**config.mk**
```make
export PLATFORM = sky130hd
export DESIGN_NAME = synth_serial_program_latches
export DESIGN_NICKNAME = d
export VERILOG_FILES = /design/src/spl_pkg.sv /design/src/pin_sync2.sv /design/src/ref_counter.sv /design/src/synth_serial_program_latches.sv
export SDC_FILE = /design/constraint.sdc
export NUM_CORES = 1
export LEC_CHECK = 0
export ABC_AREA = 1
export BUFFER_PORTS_ARGS = -buffer_cell sky130_fd_sc_hd__buf_2
export CAP_MARGIN = 20
export CORE_ASPECT_RATIO = 2
export CORE_MARGIN = 3
export CORE_UTILIZATION = 50
export CTS_CLUSTER_DIAMETER = 30
export DETAILED_ROUTE_END_ITERATION = 10
export GPL_TIMING_DRIVEN = 0
export PLACE_DENSITY = 0.82
export SYNTH_ARGS = -nofsm -noshare
export SYNTH_HDL_FRONTEND = slang
export SYNTH_SLANG_ARGS = --single-unit
```
**constraint.sdc**
```tcl
create_clock -name i_clk -period 9.88 [get_ports i_clk]
set_input_delay 1.482 -clock i_clk [delete_from_list [all_inputs] [get_ports i_clk]]
set_output_delay 1.482 -clock i_clk [all_outputs]
set_load 0.05 [all_outputs]
```
**src/spl_pkg.sv**
```systemverilog
// Constants for the serial programming latches of the synthesizer.
// Assumes a single 20 MHz system clock samples every pin.
`default_nettype none
package spl_pkg;
  // --------------------------------------------------------------
  // Word and latch geometry
  // --------------------------------------------------------------
  localparam int WORD_W = 32;
  localparam int NUM_LATCH = 8;
  localparam int SEL_W = 3;
  localparam int SEL_MSB = 2;
  localparam int SEL_LSB = 0;
  localparam logic [31:0] WORD_RESET = 32'h0000_0000;
  localparam logic [2:0] SEL_DIVIDE = 3'h0;
  localparam logic [2:0] SEL_FINE = 3'h1;
  localparam logic [2:0] SEL_REFDIV = 3'h2;
  localparam logic [2:0] SEL_FUNCTION = 3'h3;
  localparam logic [2:0] SEL_CLKDIV = 3'h4;
  localparam logic [2:0] SEL_DEVIATION = 3'h5;
  localparam logic [2:0] SEL_STEP = 3'h6;
  localparam logic [2:0] SEL_DELAY = 3'h7;
  // --------------------------------------------------------------
  // Divide-ratio word fields
  // --------------------------------------------------------------
  localparam int RAMP_BIT = 31;
  localparam int MON_MSB = 30;
  localparam int MON_LSB = 27;
  localparam int WHOLE_MSB = 26;
  localparam int WHOLE_LSB = 15;
  localparam int FHI_MSB = 14;
  localparam int FHI_LSB = 3;
  // --------------------------------------------------------------
  // Fine-ratio and phase word fields
  // --------------------------------------------------------------
  localparam int RSV1_MSB = 31;
  localparam int RSV1_LSB = 29;
  localparam int PHADJ_BIT = 28;
  localparam int FLO_MSB = 27;
  localparam int FLO_LSB = 15;
  localparam int PHASE_MSB = 14;
  localparam int PHASE_LSB = 3;
  // --------------------------------------------------------------
  // Reference divider word fields
  // --------------------------------------------------------------
  localparam int SLIP_BIT = 28;
  localparam int PUMP_MSB = 27;
  localparam int PUMP_LSB = 24;
  localparam int PRESC_BIT = 22;
  localparam int HALVER_BIT = 21;
  localparam int DOUBLER_BIT = 20;
  localparam int RDIV_MSB = 19;
  localparam int RDIV_LSB = 15;
  localparam int STEP_MSB = 14;
  localparam int STEP_LSB = 3;
  // --------------------------------------------------------------
  // Field widths
  // --------------------------------------------------------------
  localparam int FINE_W = 25;
  localparam int PHASE_W = 12;
  localparam int PUMP_W = 4;
  localparam int RDIV_W = 5;
  localparam int STEP_W = 12;
  localparam int MON_W = 4;
  localparam int SYNC_W = 4;
  // --------------------------------------------------------------
  // Monitor output select codes
  // --------------------------------------------------------------
  localparam logic [3:0] MON_LOW = 4'h0;
  localparam logic [3:0] MON_HIGH = 4'h1;
  localparam logic [3:0] MON_REF_OUT = 4'h2;
  localparam logic [3:0] MON_SERIAL = 4'h3;
  localparam logic [3:0] MON_RAMP = 4'h4;
  localparam logic [3:0] MON_PHADJ = 4'h5;
endpackage
`default_nettype wire

```
**src/pin_sync2.sv**
```systemverilog
// Two flip-flop synchroniser for the serial and reference pins.
// Assumes the pins are asynchronous to i_clk.
`default_nettype none
module pin_sync2 (
  input wire logic i_clk,
  input wire logic i_rst_n,
  input wire logic [spl_pkg::SYNC_W-1:0] i_pins,
  output logic [spl_pkg::SYNC_W-1:0] o_pins
);
  // --------------------------------------------------------------
  // State
  // --------------------------------------------------------------
  typedef struct packed {
    logic [spl_pkg::SYNC_W-1:0] meta;
    logic [spl_pkg::SYNC_W-1:0] stable;
  } sync_s;
  sync_s s_q;
  sync_s s_d;

  always_comb begin
    s_d = s_q;
    s_d.meta = i_pins;
    s_d.stable = s_q.meta;
  end

  always_ff @(posedge i_clk or negedge i_rst_n) begin
    if (!i_rst_n) begin
      s_q <= '0;
    end else begin
      s_q <= s_d;
    end
  end

  assign o_pins = s_q.stable;
endmodule // pin_sync2
`default_nettype wire

```
**src/ref_counter.sv**
```systemverilog
// Programmable reference counter, ratio 1 to 32, with halver output.
// Assumes i_edge is a one-cycle pulse per active reference edge.
`default_nettype none
module ref_counter (
  input wire logic i_clk,
  input wire logic i_rst_n,
  input wire logic i_edge,
  input wire logic [spl_pkg::RDIV_W-1:0] i_ratio,
  output logic o_tick,
  output logic o_half
);
  typedef struct packed {
    logic [spl_pkg::RDIV_W-1:0] count;
    logic tick;
    logic half;
  } cnt_s;
  cnt_s s_q;
  cnt_s s_d;
  logic [spl_pkg::RDIV_W-1:0] last;

  // --------------------------------------------------------------
  // Count; code zero wraps to a ratio of 32
  // --------------------------------------------------------------
  always_comb begin
    s_d = s_q;
    last = i_ratio - 5'h01;
    s_d.tick = 1'b0;
    if (i_edge) begin
      if (s_q.count >= last) begin // [RULE_10]
        s_d.count = 5'h00;
        s_d.tick = 1'b1;
        s_d.half = ~s_q.half;
      end else begin
        s_d.count = s_q.count + 5'h01;
      end
    end
  end

  always_ff @(posedge i_clk or negedge i_rst_n) begin
    if (!i_rst_n) begin
      s_q <= '0;
    end else begin
      s_q <= s_d;
    end
  end

  assign o_tick = s_q.tick;
  assign o_half = s_q.half;

  property p_ref_period;
    @(posedge i_clk) disable iff (!i_rst_n)
    i_edge && (s_q.count == last) |=> o_tick && (s_q.count == 5'h00);
  endproperty
  a_ref_period: assert property (p_ref_period) // [RULE_10]
    else $error("reference counter missed its terminal count");
endmodule // ref_counter
`default_nettype wire

```
**src/synth_serial_program_latches.sv**
```systemverilog
// Serial programming front end: shift register and eight latches.
// Assumes serial pins and reference arrive asynchronously to i_clk.
//
// Operation
// [RULE_01] Shift data in on each serial clock rise
// [RULE_02] Words arrive MSB first, first bit is 31
// [RULE_03] Load strobe rise copies word to one latch
// [RULE_04] Three low word bits pick the latch
// [RULE_05] Select bits decode as plain binary index
// [RULE_06] Buffered settings apply on next divide-ratio write
// [RULE_07] Fine low bits wait for divide-ratio write
// [RULE_08] Fine numerator: 12 high, 13 low bits
// [RULE_09] Hold whole ratio, fine numerator, reference divider
// [RULE_10] Reference counter divides by 1 to 32
// [RULE_11] Monitor select sits in bits 30 to 27
// [RULE_12] Fine-ratio word layout: adjust, low fine, phase
// [RULE_13] Reference word layout: slip, pump, dividers
// [RULE_14] Phase offset applies after next divide-ratio write
// [RULE_15] Bit 31 of divide word enables ramp
// [RULE_16] Host keeps strobe low while shifting
// [RULE_17] Host writes zero into reserved bits
`default_nettype none
module synth_serial_program_latches (
  input wire logic i_clk,
  input wire logic i_rst_n,
  input wire logic i_serial_clk,
  input wire logic i_serial_data,
  input wire logic i_load_strobe,
  input wire logic i_ref_in,
  output logic o_ramp_enable,
  output logic [spl_pkg::MON_W-1:0] o_monitor_select,
  output logic [11:0] o_whole_value,
  output logic [spl_pkg::FINE_W-1:0] o_fine_divide_numerator,
  output logic [spl_pkg::PHASE_W-1:0] o_phase_value,
  output logic o_phase_adjust_enable,
  output logic o_slip_reduction_enable,
  output logic [spl_pkg::PUMP_W-1:0] o_pump_current,
  output logic o_prescaler_select,
  output logic o_reference_halver,
  output logic o_reference_doubler,
  output logic [spl_pkg::RDIV_W-1:0] o_ref_div_value,
  output logic [spl_pkg::STEP_W-1:0] o_step_time_divider,
  output logic [31:0] o_function_word,
  output logic [31:0] o_clock_divider_word,
  output logic [31:0] o_deviation_word,
  output logic [31:0] o_step_word,
  output logic [31:0] o_delay_word,
  output logic o_freq_update,
  output logic o_phase_update,
  output logic o_ref_divided,
  output logic o_monitor_output_pin
);
  // --------------------------------------------------------------
  // Reset release
  // --------------------------------------------------------------
  logic rst_meta_q;
  logic rst_n_q;

  always_ff @(posedge i_clk or negedge i_rst_n) begin
    if (!i_rst_n) begin
      rst_meta_q <= 1'b0;
      rst_n_q <= 1'b0;
    end else begin
      rst_meta_q <= 1'b1;
      rst_n_q <= rst_meta_q;
    end
  end

  // --------------------------------------------------------------
  // Pin synchronisers
  // --------------------------------------------------------------
  logic [spl_pkg::SYNC_W-1:0] pins_s;
  logic sclk_s;
  logic data_s;
  logic strobe_s;
  logic ref_s;

  pin_sync2 u_sync (
    .i_clk(i_clk),
    .i_rst_n(rst_n_q),
    .i_pins({i_ref_in, i_load_strobe, i_serial_data, i_serial_clk}),
    .o_pins(pins_s)
  );

  assign sclk_s = pins_s[0];
  assign data_s = pins_s[1];
  assign strobe_s = pins_s[2];
  assign ref_s = pins_s[3];

  // --------------------------------------------------------------
  // State
  // --------------------------------------------------------------
  typedef struct packed {
    logic [31:0] shift;
    logic sclk_prev;
    logic strobe_prev;
    logic ref_prev;
    logic [spl_pkg::NUM_LATCH-1:0][31:0] latch;
    logic [spl_pkg::FINE_W-1:0] act_fine;
    logic [spl_pkg::PHASE_W-1:0] act_phase;
    logic [spl_pkg::PUMP_W-1:0] act_pump;
    logic act_halver;
    logic act_doubler;
    logic [spl_pkg::RDIV_W-1:0] act_rdiv;
    logic [spl_pkg::STEP_W-1:0] act_step;
    logic freq_upd;
    logic phase_upd;
    logic ref_out;
    logic mon;
  } top_s;
  top_s s_q;
  top_s s_d;

  // --------------------------------------------------------------
  // Decoding helpers
  // --------------------------------------------------------------
  function automatic logic [2:0] latch_index(input logic [31:0] word);
    latch_index = word[spl_pkg::SEL_MSB:spl_pkg::SEL_LSB];
  endfunction

  function automatic logic monitor_pick(
    input logic [3:0] code,
    input logic ref_out,
    input logic serial,
    input logic ramp,
    input logic phadj
  );
    if (code == spl_pkg::MON_HIGH) begin
      monitor_pick = 1'b1;
    end else if (code == spl_pkg::MON_REF_OUT) begin
      monitor_pick = ref_out;
    end else if (code == spl_pkg::MON_SERIAL) begin
      monitor_pick = serial;
    end else if (code == spl_pkg::MON_RAMP) begin
      monitor_pick = ramp;
    end else if (code == spl_pkg::MON_PHADJ) begin
      monitor_pick = phadj;
    end else begin
      monitor_pick = 1'b0;
    end
  endfunction

  // --------------------------------------------------------------
  // Edge detection
  // --------------------------------------------------------------
  logic sclk_rise;
  logic strobe_rise;
  logic ref_edge;
  logic [2:0] sel;
  logic ref_tick;
  logic ref_half;

  assign sclk_rise = sclk_s & ~s_q.sclk_prev;
  assign strobe_rise = strobe_s & ~s_q.strobe_prev;
  assign sel = latch_index(s_q.shift);
  assign ref_edge = s_q.act_doubler ? (ref_s ^ s_q.ref_prev) : (~ref_s & s_q.ref_prev);

  ref_counter u_ref (
    .i_clk(i_clk),
    .i_rst_n(rst_n_q),
    .i_edge(ref_edge),
    .i_ratio(s_q.act_rdiv),
    .o_tick(ref_tick),
    .o_half(ref_half)
  );

  // --------------------------------------------------------------
  // Next state
  // --------------------------------------------------------------
  always_comb begin
    s_d = s_q;
    s_d.sclk_prev = sclk_s;
    s_d.strobe_prev = strobe_s;
    s_d.ref_prev = ref_s;
    s_d.freq_upd = 1'b0;
    s_d.phase_upd = 1'b0;
    if (sclk_rise) begin
      s_d.shift = {s_q.shift[30:0], data_s}; // [RULE_01] [RULE_02]
    end
    if (strobe_rise) begin
      s_d.latch[sel] = s_q.shift; // [RULE_03] [RULE_04] [RULE_05]
      if (sel == spl_pkg::SEL_DIVIDE) begin
        s_d.act_fine = {s_q.shift[spl_pkg::FHI_MSB:spl_pkg::FHI_LSB],
                        s_q.latch[1][spl_pkg::FLO_MSB:spl_pkg::FLO_LSB]}; // [RULE_07] [RULE_08]
        s_d.act_phase = s_q.latch[1][spl_pkg::PHASE_MSB:spl_pkg::PHASE_LSB]; // [RULE_14]
        s_d.act_pump = s_q.latch[2][spl_pkg::PUMP_MSB:spl_pkg::PUMP_LSB]; // [RULE_06]
        s_d.act_halver = s_q.latch[2][spl_pkg::HALVER_BIT]; // [RULE_06]
        s_d.act_doubler = s_q.latch[2][spl_pkg::DOUBLER_BIT]; // [RULE_06]
        s_d.act_rdiv = s_q.latch[2][spl_pkg::RDIV_MSB:spl_pkg::RDIV_LSB]; // [RULE_06] [RULE_09]
        s_d.act_step = s_q.latch[2][spl_pkg::STEP_MSB:spl_pkg::STEP_LSB]; // [RULE_06] [RULE_13]
        s_d.freq_upd = 1'b1; // [RULE_07]
        s_d.phase_upd = s_q.latch[1][spl_pkg::PHADJ_BIT]; // [RULE_14] [RULE_12]
      end
    end
    s_d.ref_out = s_q.act_halver ? ref_half : ref_tick;
    s_d.mon = monitor_pick(s_q.latch[0][spl_pkg::MON_MSB:spl_pkg::MON_LSB], // [RULE_11]
                           s_q.ref_out, data_s,
                           s_q.latch[0][spl_pkg::RAMP_BIT],
                           s_q.latch[1][spl_pkg::PHADJ_BIT]);
  end

  always_ff @(posedge i_clk or negedge rst_n_q) begin
    if (!rst_n_q) begin
      s_q <= '0;
    end else begin
      s_q <= s_d;
    end
  end

  // --------------------------------------------------------------
  // Outputs
  // --------------------------------------------------------------
  assign o_ramp_enable = s_q.latch[0][spl_pkg::RAMP_BIT]; // [RULE_15]
  assign o_monitor_select = s_q.latch[0][spl_pkg::MON_MSB:spl_pkg::MON_LSB]; // [RULE_11]
  assign o_whole_value = s_q.latch[0][spl_pkg::WHOLE_MSB:spl_pkg::WHOLE_LSB]; // [RULE_09]
  assign o_fine_divide_numerator = s_q.act_fine;
  assign o_phase_value = s_q.act_phase;
  assign o_phase_adjust_enable = s_q.latch[1][spl_pkg::PHADJ_BIT]; // [RULE_12]
  assign o_slip_reduction_enable = s_q.latch[2][spl_pkg::SLIP_BIT]; // [RULE_13]
  assign o_pump_current = s_q.act_pump;
  assign o_prescaler_select = s_q.latch[2][spl_pkg::PRESC_BIT]; // [RULE_13]
  assign o_reference_halver = s_q.act_halver;
  assign o_reference_doubler = s_q.act_doubler;
  assign o_ref_div_value = s_q.act_rdiv;
  assign o_step_time_divider = s_q.act_step;
  assign o_function_word = s_q.latch[3];
  assign o_clock_divider_word = s_q.latch[4];
  assign o_deviation_word = s_q.latch[5];
  assign o_step_word = s_q.latch[6];
  assign o_delay_word = s_q.latch[7];
  assign o_freq_update = s_q.freq_upd;
  assign o_phase_update = s_q.phase_upd;
  assign o_ref_divided = s_q.ref_out;
  assign o_monitor_output_pin = s_q.mon;

  // --------------------------------------------------------------
  // Checks
  // --------------------------------------------------------------
  property p_shift_in;
    @(posedge i_clk) disable iff (!rst_n_q)
    sclk_rise |=> s_q.shift[0] == $past(data_s);
  endproperty
  a_shift_in: assert property (p_shift_in) // [RULE_01]
    else $error("serial bit not taken on clock rise");

  property p_msb_first;
    @(posedge i_clk) disable iff (!rst_n_q)
    sclk_rise |=> s_q.shift[31:1] == $past(s_q.shift[30:0]);
  endproperty
  a_msb_first: assert property (p_msb_first) // [RULE_02]
    else $error("shift register did not move toward bit 31");

  property p_shift_hold;
    @(posedge i_clk) disable iff (!rst_n_q)
    !sclk_rise |=> $stable(s_q.shift);
  endproperty
  a_shift_hold: assert property (p_shift_hold) // [RULE_01]
    else $error("shift register moved without a clock rise");

  property p_load;
    @(posedge i_clk) disable iff (!rst_n_q)
    strobe_rise |=> s_q.latch[$past(sel)] == $past(s_q.shift);
  endproperty
  a_load: assert property (p_load) // [RULE_03]
    else $error("selected latch did not take the word");

  property p_only_one;
    @(posedge i_clk) disable iff (!rst_n_q)
    strobe_rise && (sel != spl_pkg::SEL_DIVIDE) |=> $stable(s_q.latch[0]);
  endproperty
  a_only_one: assert property (p_only_one) // [RULE_05]
    else $error("divide-ratio latch written by another select code");

  property p_sel_map;
    @(posedge i_clk) disable iff (!rst_n_q)
    strobe_rise && (s_q.shift[2:0] == spl_pkg::SEL_REFDIV) |=> $stable(s_q.latch[1]);
  endproperty
  a_sel_map: assert property (p_sel_map) // [RULE_04]
    else $error("select bits decoded to the wrong latch");

  property p_buffered;
    @(posedge i_clk) disable iff (!rst_n_q)
    strobe_rise && (sel != spl_pkg::SEL_DIVIDE) |=>
      $stable(s_q.act_rdiv) && $stable(s_q.act_pump) && !o_freq_update;
  endproperty
  a_buffered: assert property (p_buffered) // [RULE_06]
    else $error("buffered setting applied without divide-ratio write");

  property p_fine_join;
    @(posedge i_clk) disable iff (!rst_n_q)
    strobe_rise && (sel == spl_pkg::SEL_DIVIDE) |=> o_freq_update &&
      o_fine_divide_numerator == {$past(s_q.shift[14:3]), $past(s_q.latch[1][27:15])};
  endproperty
  a_fine_join: assert property (p_fine_join) // [RULE_08]
    else $error("fine numerator not joined from both words");

  property p_phase;
    @(posedge i_clk) disable iff (!rst_n_q)
    strobe_rise && (sel == spl_pkg::SEL_DIVIDE) |=>
      o_phase_value == $past(s_q.latch[1][14:3]) && o_phase_update == $past(s_q.latch[1][28]);
  endproperty
  a_phase: assert property (p_phase) // [RULE_14]
    else $error("phase value not applied on divide-ratio write");

  property p_mon_ramp;
    @(posedge i_clk) disable iff (!rst_n_q)
    strobe_rise && (sel == spl_pkg::SEL_DIVIDE) |=>
      o_ramp_enable == $past(s_q.shift[31]) && o_monitor_select == $past(s_q.shift[30:27]);
  endproperty
  a_mon_ramp: assert property (p_mon_ramp) // [RULE_15]
    else $error("ramp enable or monitor select wrong after load");

  property p_update_pulse;
    @(posedge i_clk) disable iff (!rst_n_q)
    o_freq_update |=> !o_freq_update;
  endproperty
  a_update_pulse: assert property (p_update_pulse) // [RULE_07]
    else $error("frequency update pulse longer than one cycle");
endmodule // synth_serial_program_latches
`default_nettype wire

```
==> results.toml, run 1 <==
[outcome]
status = "finished, final reports clean"

[synthesis]
synthMuxAreaShare = 0
synthesis.nets = 1475
syn_avg_cell_area_um2 = 9.73
synth_cell_types = 23
synth-simple-area-share = 0.129
ys_ff_latch = 344
yosysWarningCount = 0
netlist_area_um2 = 14200
synth_ff_type = "dfrtp_1"
synth.area.top_cells = "dfrtp_1, buf_4, nand2_1"
syn_inst = 1461
async_flop_share = 1.00
synth_top_family_by_area = "buffers and inverters"
synthXorXnorAreaFrac = 0.00247
synth_fa_ha_area_frac = 0.00704
synth_largest_area_cell = "dfrtp_1"
synth-edff-count = 0
synth_compound_area_frac = 0.0946
synth_top_area_frac = 0.606
yosysSeqAreaShare = 0.606

[grt]
grtUsageTotal = 0.256
gr-total-overflow = 0
grt_pass1_vias = 11199
grt_start_max_net_pins = 76
grt_pass1_wl_um = 61600
antenna_found_initial = 0

[timing]
fmax_mhz = 352
rsz0062_at_grt = "false"
finalHoldViolCount = 0
tns_ns = 0
slew_violations = 0
period_share = 0.287
fin_skew_ns = 0.0242
slew_headroom = 0.541
period_minus_slack_ns = 2.84
worst_pin_slew_ns = 0.681
setup_viol = 0

[clock_tree]
clk-insertion-delay-late_ns = 0.53
cts_buffers = 37
cts_hold_buf = 0
post_cts_buffers = 0
cts_sinks = 344
h-tree-depth = 2
clock-root-buffer = "clkbuf_16"
clock_path_buffers = 3
clkTransAtPathRegs_ns = 0.06
cts_tree = "done"
cts_resized = 0

[drt]
routed.top_layer = "met4"
wl_um = 39200
route.vias.total = 10870
detail_route.wl_per_cell_um = 18.4
dr_wl_met3_um = 2250
drt_iter0_drc = 883
routed-wl-met2_um = 21200
drc = 0
vias_per_cell = 5.09
wl_met1_um = 13600
drtPass1Iterations = 5
drtAntennaViolNets = 0

[final_layout]
layout-drive-gt1-share = 0.336
fin_nets = 1768
diodes = 0
design_area_um2 = 17300
finalNonFillerCells = 2134
final_core_util = 0.622
area_growth_pct = 21.5

[pwr]
power_switching_w = 0.00145
irDropWorstVdd_uv = 208
comb_power_share = 0.259
pwr-share-clk = 0.334
p_leak_nw = 9.40
p_int_w = 0.00271
p_per_area_nw_per_um2 = 241
p_seq_frac = 0.407
switching_share = 0.349

[die]
dieArea_um2 = 30600
start_util = 0.512
io-pin-count = 250
core_area_um2 = 27800
row_count = 86
die_w_um = 125
die_h_um = 244

[job]
cap_violations = 0

[setup_path]
start_kind = "flop"
worstPathCellList = "buf_4 > buf_2"
max_stage_delay_ns = 0.45
critPathKind = "flop to primary output"
arrival_ns = 1.36
slowest_stage = "dfrtp_1"
cp_max_fo = 5
cp_num_buf_inv = 2
critPathTopFamily = "flip-flops"
cp.required_ns = 8.40
end_kind = "primary output"

[placed_design]
placed_cells = 2067
dpl-instance-area_um2 = 16000
numPortBuffers = 249
dp_hpwl_um = 28100
gp_congestion = 0.858

[hold_path]
hp-class = "flop to asynchronous set/reset pin"
-- power groups by stage --
stage	sequential [W]	clock, W	combinational [W]
2_1_floorplan	0.00169	0	0.000840
3_3_place_gp	0.00173	0	0.00102
3_5_place_dp	0.00171	0	0.00107
4_1_cts	0.00169	0.00140	0.00108
5_1_grt	0.00171	0.00147	0.00114
6_report	0.00169	0.00139	0.00108
-- routing by layer --
layer,up-vias,global-route usage
li1,4974,-
met1,5313,0.282
met2,450,0.466
met3,133,0.0398
met4,0,0.144
met5,-,0
-- area by class of cell --
cell class / instances / area, um2
clock buffer: 47 / 1030
timing repair buffer: 254 / 1380
tap: 352 / 440
multi-input combinational: 756 / 3320
inverter: 64 / 240
fill: 2228 / 10500
clock inverter: 20 / 208
buffer: 297 / 2040
sequential: 344 / 8610
-- cells in the final DEF, fill, tap and decap left out, drive strengths merged, types with 9 or more instances in the layout --
master  Yosys  final
a21oi      33     33
o21ai     234    234
nand2     406    406
clkinv      0      9
buf       263    517
dfrtp     344    344
inv        64     70
nor2       47     47
clkbuf     34     81
nand3      11     11
-- through the flow --
step	hold slack, ns	total power, W	worst slack [ns]
finish	0.294	0.00416	7.04
global route	0.331	0.00432	6.98
CTS	0.309	0.00418	7.02
detailed placement	0.307	0.00279	7.57
global placement	0.336	0.00275	2.54
floorplan	0.331	0.00253	4.26
-- flip-flops by register name, indices dropped and copies added, names as in the netlist, 4 cells and up --
register,cells
o_whole_value,12
u_ref.s_q,5
o_function_word,32
o_monitor_select,4
o_ref_div_value,5
o_step_time_divider,12
o_clock_divider_word,32
u_sync.s_d,4
o_deviation_word,32
s_q,83
o_pump_current,4
o_delay_word,32
u_sync.o_pins,4
o_phase_value,12
o_fine_divide_numerator,25
o_step_word,32
-- synthesized netlist by cell type, types with 2 or more instances --
cell	count
nand4_1	2
buf_4	238
inv_1	58
nand2_1	405
buf_2	25
nor3_1	2
dfrtp_1	344
clkbuf_1	34
nand3_1	10
o21ai_1	38
nor2_2	4
xnor2_1	3
o21ai_0	196
inv_2	6
nor2_1	43
or2_2	7
ha_1	8
a21oi_1	33
-- logic make-up (layout without fill, tap and decap cells) --
group           after synthesis  in the layout
fa+ha+maj                     8              8
flops                       344            344
xor+xnor                      4              4
compound gates              268            268
simple gates                475            475
buf+inv                     361            682
other cells                   1              1
-- worst paths after layout --
path / from / to / slack [ns] / depth (start not counted)
setup / recovery: o_ref_div_value[2] / o_ref_div_value[2] / 7.04 / 2
hold / removal: rst_n_q / o_whole_value[10] / 0.29 / 0
setup reg to reg: o_ref_div_value[0] / u_ref.o_half / 7.88 / 13
hold reg to reg: rst_n_q / o_whole_value[10] / 0.29 / 0
max in group asynchronous: rst_n_q / o_deviation_word[1] / 8.18 / 3
min in group i_clk: u_sync.s_d[0] / u_sync.o_pins[0] / 0.35 / 0
(Power assumes the default switching activity.)
==> run 2: changes to the inputs <==
CORE_UTILIZATION = 56   (was 50)
PLACE_DENSITY = 0.87   (was 0.82)
clock period = 2.75 ns   (was 9.88 ns; I/O delays follow)
==> run 2 against run 1 <==
Non-clock buffer count grew 3. Clock-buffer cell count decreased by 3. Wire length decreased by 1.1%. Combinational power grew to 3.6 times the previous value. Register-to-register slack worse by 7.2 ns. Sequential power grew to 3.6 times the previous value. Critical path depth increased by 11. Largest cell class unchanged. First-iteration DRC count increased by 2.0%. Global-route usage up 2.9 points. Die area fell by 10%. Hold slack got worse by 0.27 ns. Cell count shrank 1.1%.
==> results.toml, run 2 (synthesized netlist as in run 1, its figures left out) <==
[pwr]
switching_share = 0.347
power_switching_w = 0.00515
p_seq_frac = 0.410
comb_power_share = 0.261
pwr-share-clk = 0.330
p_int_w = 0.00971
irDropWorstVdd_uv = 824
p_leak_nw = 9.38
p_per_area_nw_per_um2 = 863

[clock_tree]
clk-insertion-delay-late_ns = 0.53
clock_path_buffers = 3
cts_tree = "done"
clkTransAtPathRegs_ns = 0.06
cts_sinks = 344
clock-root-buffer = "clkbuf_16"
cts_resized = 0
post_cts_buffers = 0
h-tree-depth = 2
cts_buffers = 36

[final_layout]
largest_register_ffs = 83
regMostFlops = "s_q"
diodes = 0
layout_common_cells = "nand2_1, dfrtp_1, buf_2"
layout_commonest_cell = "nand2_1"
design_area_um2 = 17200
fin_nets = 1770
final_core_util = 0.697
area_growth_pct = 21.2
layout-drive-gt1-share = 0.333

[drt]
route.vias.total = 11006
detail_route.wl_per_cell_um = 18.4
wl_um = 38800
drtPass1Iterations = 5
drc = 0
drt_iter0_drc = 901
vias_per_cell = 5.21
drtAntennaViolNets = 0

[timing]
worst_pin_slew_ns = 0.794
slew_violations = 0
period_minus_slack_ns = 2.07
layout_setup_ws_ns = 0.678
fmax_mhz = 483
slew_headroom = 0.470
rsz0062_at_grt = "false"
setup_viol = 0
period_share = 0.753
finalHoldViolCount = 0
fin_skew_ns = 0.0273
whs_ns = 0.0262

[placed_design]
pre_cts_ws_ns = 0.703
dp_hpwl_um = 27400
numPortBuffers = 249
dpl-instance-area_um2 = 16000
gp_congestion = 0.876

[die]
dieArea_um2 = 27400
start_util = 0.575
row_count = 81
die_w_um = 119
io-pin-count = 250
die_h_um = 231
core_area_um2 = 24700

[setup_path]
start_kind = "flop"
cp.required_ns = 3.16
arrival_ns = 2.48
critPathKind = "flop to flop"
end_kind = "flop"
cp_max_fo = 4
worst-r2r-setup-slack_ns = 0.68

[grt]
antenna_found_initial = 0
grt_pass1_vias = 11325
grtUsageTotal = 0.285
grt_pass1_wl_um = 61000
grt_start_max_net_pins = 75
gr-total-overflow = 0

[outcome]
status = "finished, final reports clean"

[hold_path]
hp-class = "input port to flop"

[job]
cap_violations = 0
## run 2: worst paths after layout
| path | start | endpoint | depth (start not counted) |
|---|---|---|---|
| max | o_ref_div_value[0] | u_ref.s_q[5] | 13 |
| min | i_ref_in | u_sync.s_d[3] | 1 |
| max reg2reg | o_ref_div_value[0] | u_ref.s_q[5] | 13 |
| min reg2reg | u_sync.s_d[1] | u_sync.o_pins[1] | 0 |
| max in group asynchronous | rst_n_q | o_deviation_word[2] | 3 |
| min in group asynchronous | i_rst_n | rst_n_q | 2 |
## run 2: through the flow
step / total power [W] / setup TNS, ns / instances
global placement: 0.00986 / -547.95 / 2042
CTS: 0.0149 / 0 / 2111
global route: 0.0154 / 0 / 2111
finish: 0.0149 / 0 / 2111
floorplan: 0.00909 / -222.69 / 1461
detailed placement: 0.0100 / 0 / 2046
## run 2: metal layers
layer	vias to the layer above	wire (um)	global-route usage	part of all wire
li1	4975	-	-	-
met1	5348	13200	0.311	0.34
met4	0	2710	0.194	0.070
met3	160	2610	0.0518	0.067
met2	523	20300	0.499	0.52
met5	-	0	0	0
## run 2: power groups by stage
stage	combinational, W	clock [W]	sequential (W)
6_report	0.00387	0.00490	0.00609
5_1_grt	0.00408	0.00517	0.00614
4_1_cts	0.00389	0.00493	0.00607
3_5_place_dp	0.00385	0	0.00614
3_3_place_gp	0.00367	0	0.00619
2_1_floorplan	0.00302	0	0.00607
## run 2: worst max-delay path, cell delays in order (launching register included)
cell     delay, ns
dfrtp_1       0.39
inv_1         0.13
ha_1          0.20
nand2_1       0.07
xnor2_1       0.13
inv_1         0.07
ha_1          0.32
nand2_1       0.08
nor2_1        0.13
nand2_1       0.08
nand3_1       0.15
nand2_1       0.09
inv_1         0.09
nor2_1        0.04
## run 2: layout make-up
class | instances | area (um2)
Sequential cell | 344 | 8610
Buffer | 297 | 2040
Clock buffer | 44 | 982
Clock inverter | 17 | 216
Tap cell | 332 | 415
Timing Repair Buffer | 257 | 1400
Multi-Input combinational cell | 756 | 3320
Inverter | 64 | 240
Fill cell | 1831 | 7500
## run 2: what timing repair did
action	4_1_cts	5_1_grt
setup endpoints to repair	0	0
endpoints found under the hold margin	5	0
hold buffers	4	0
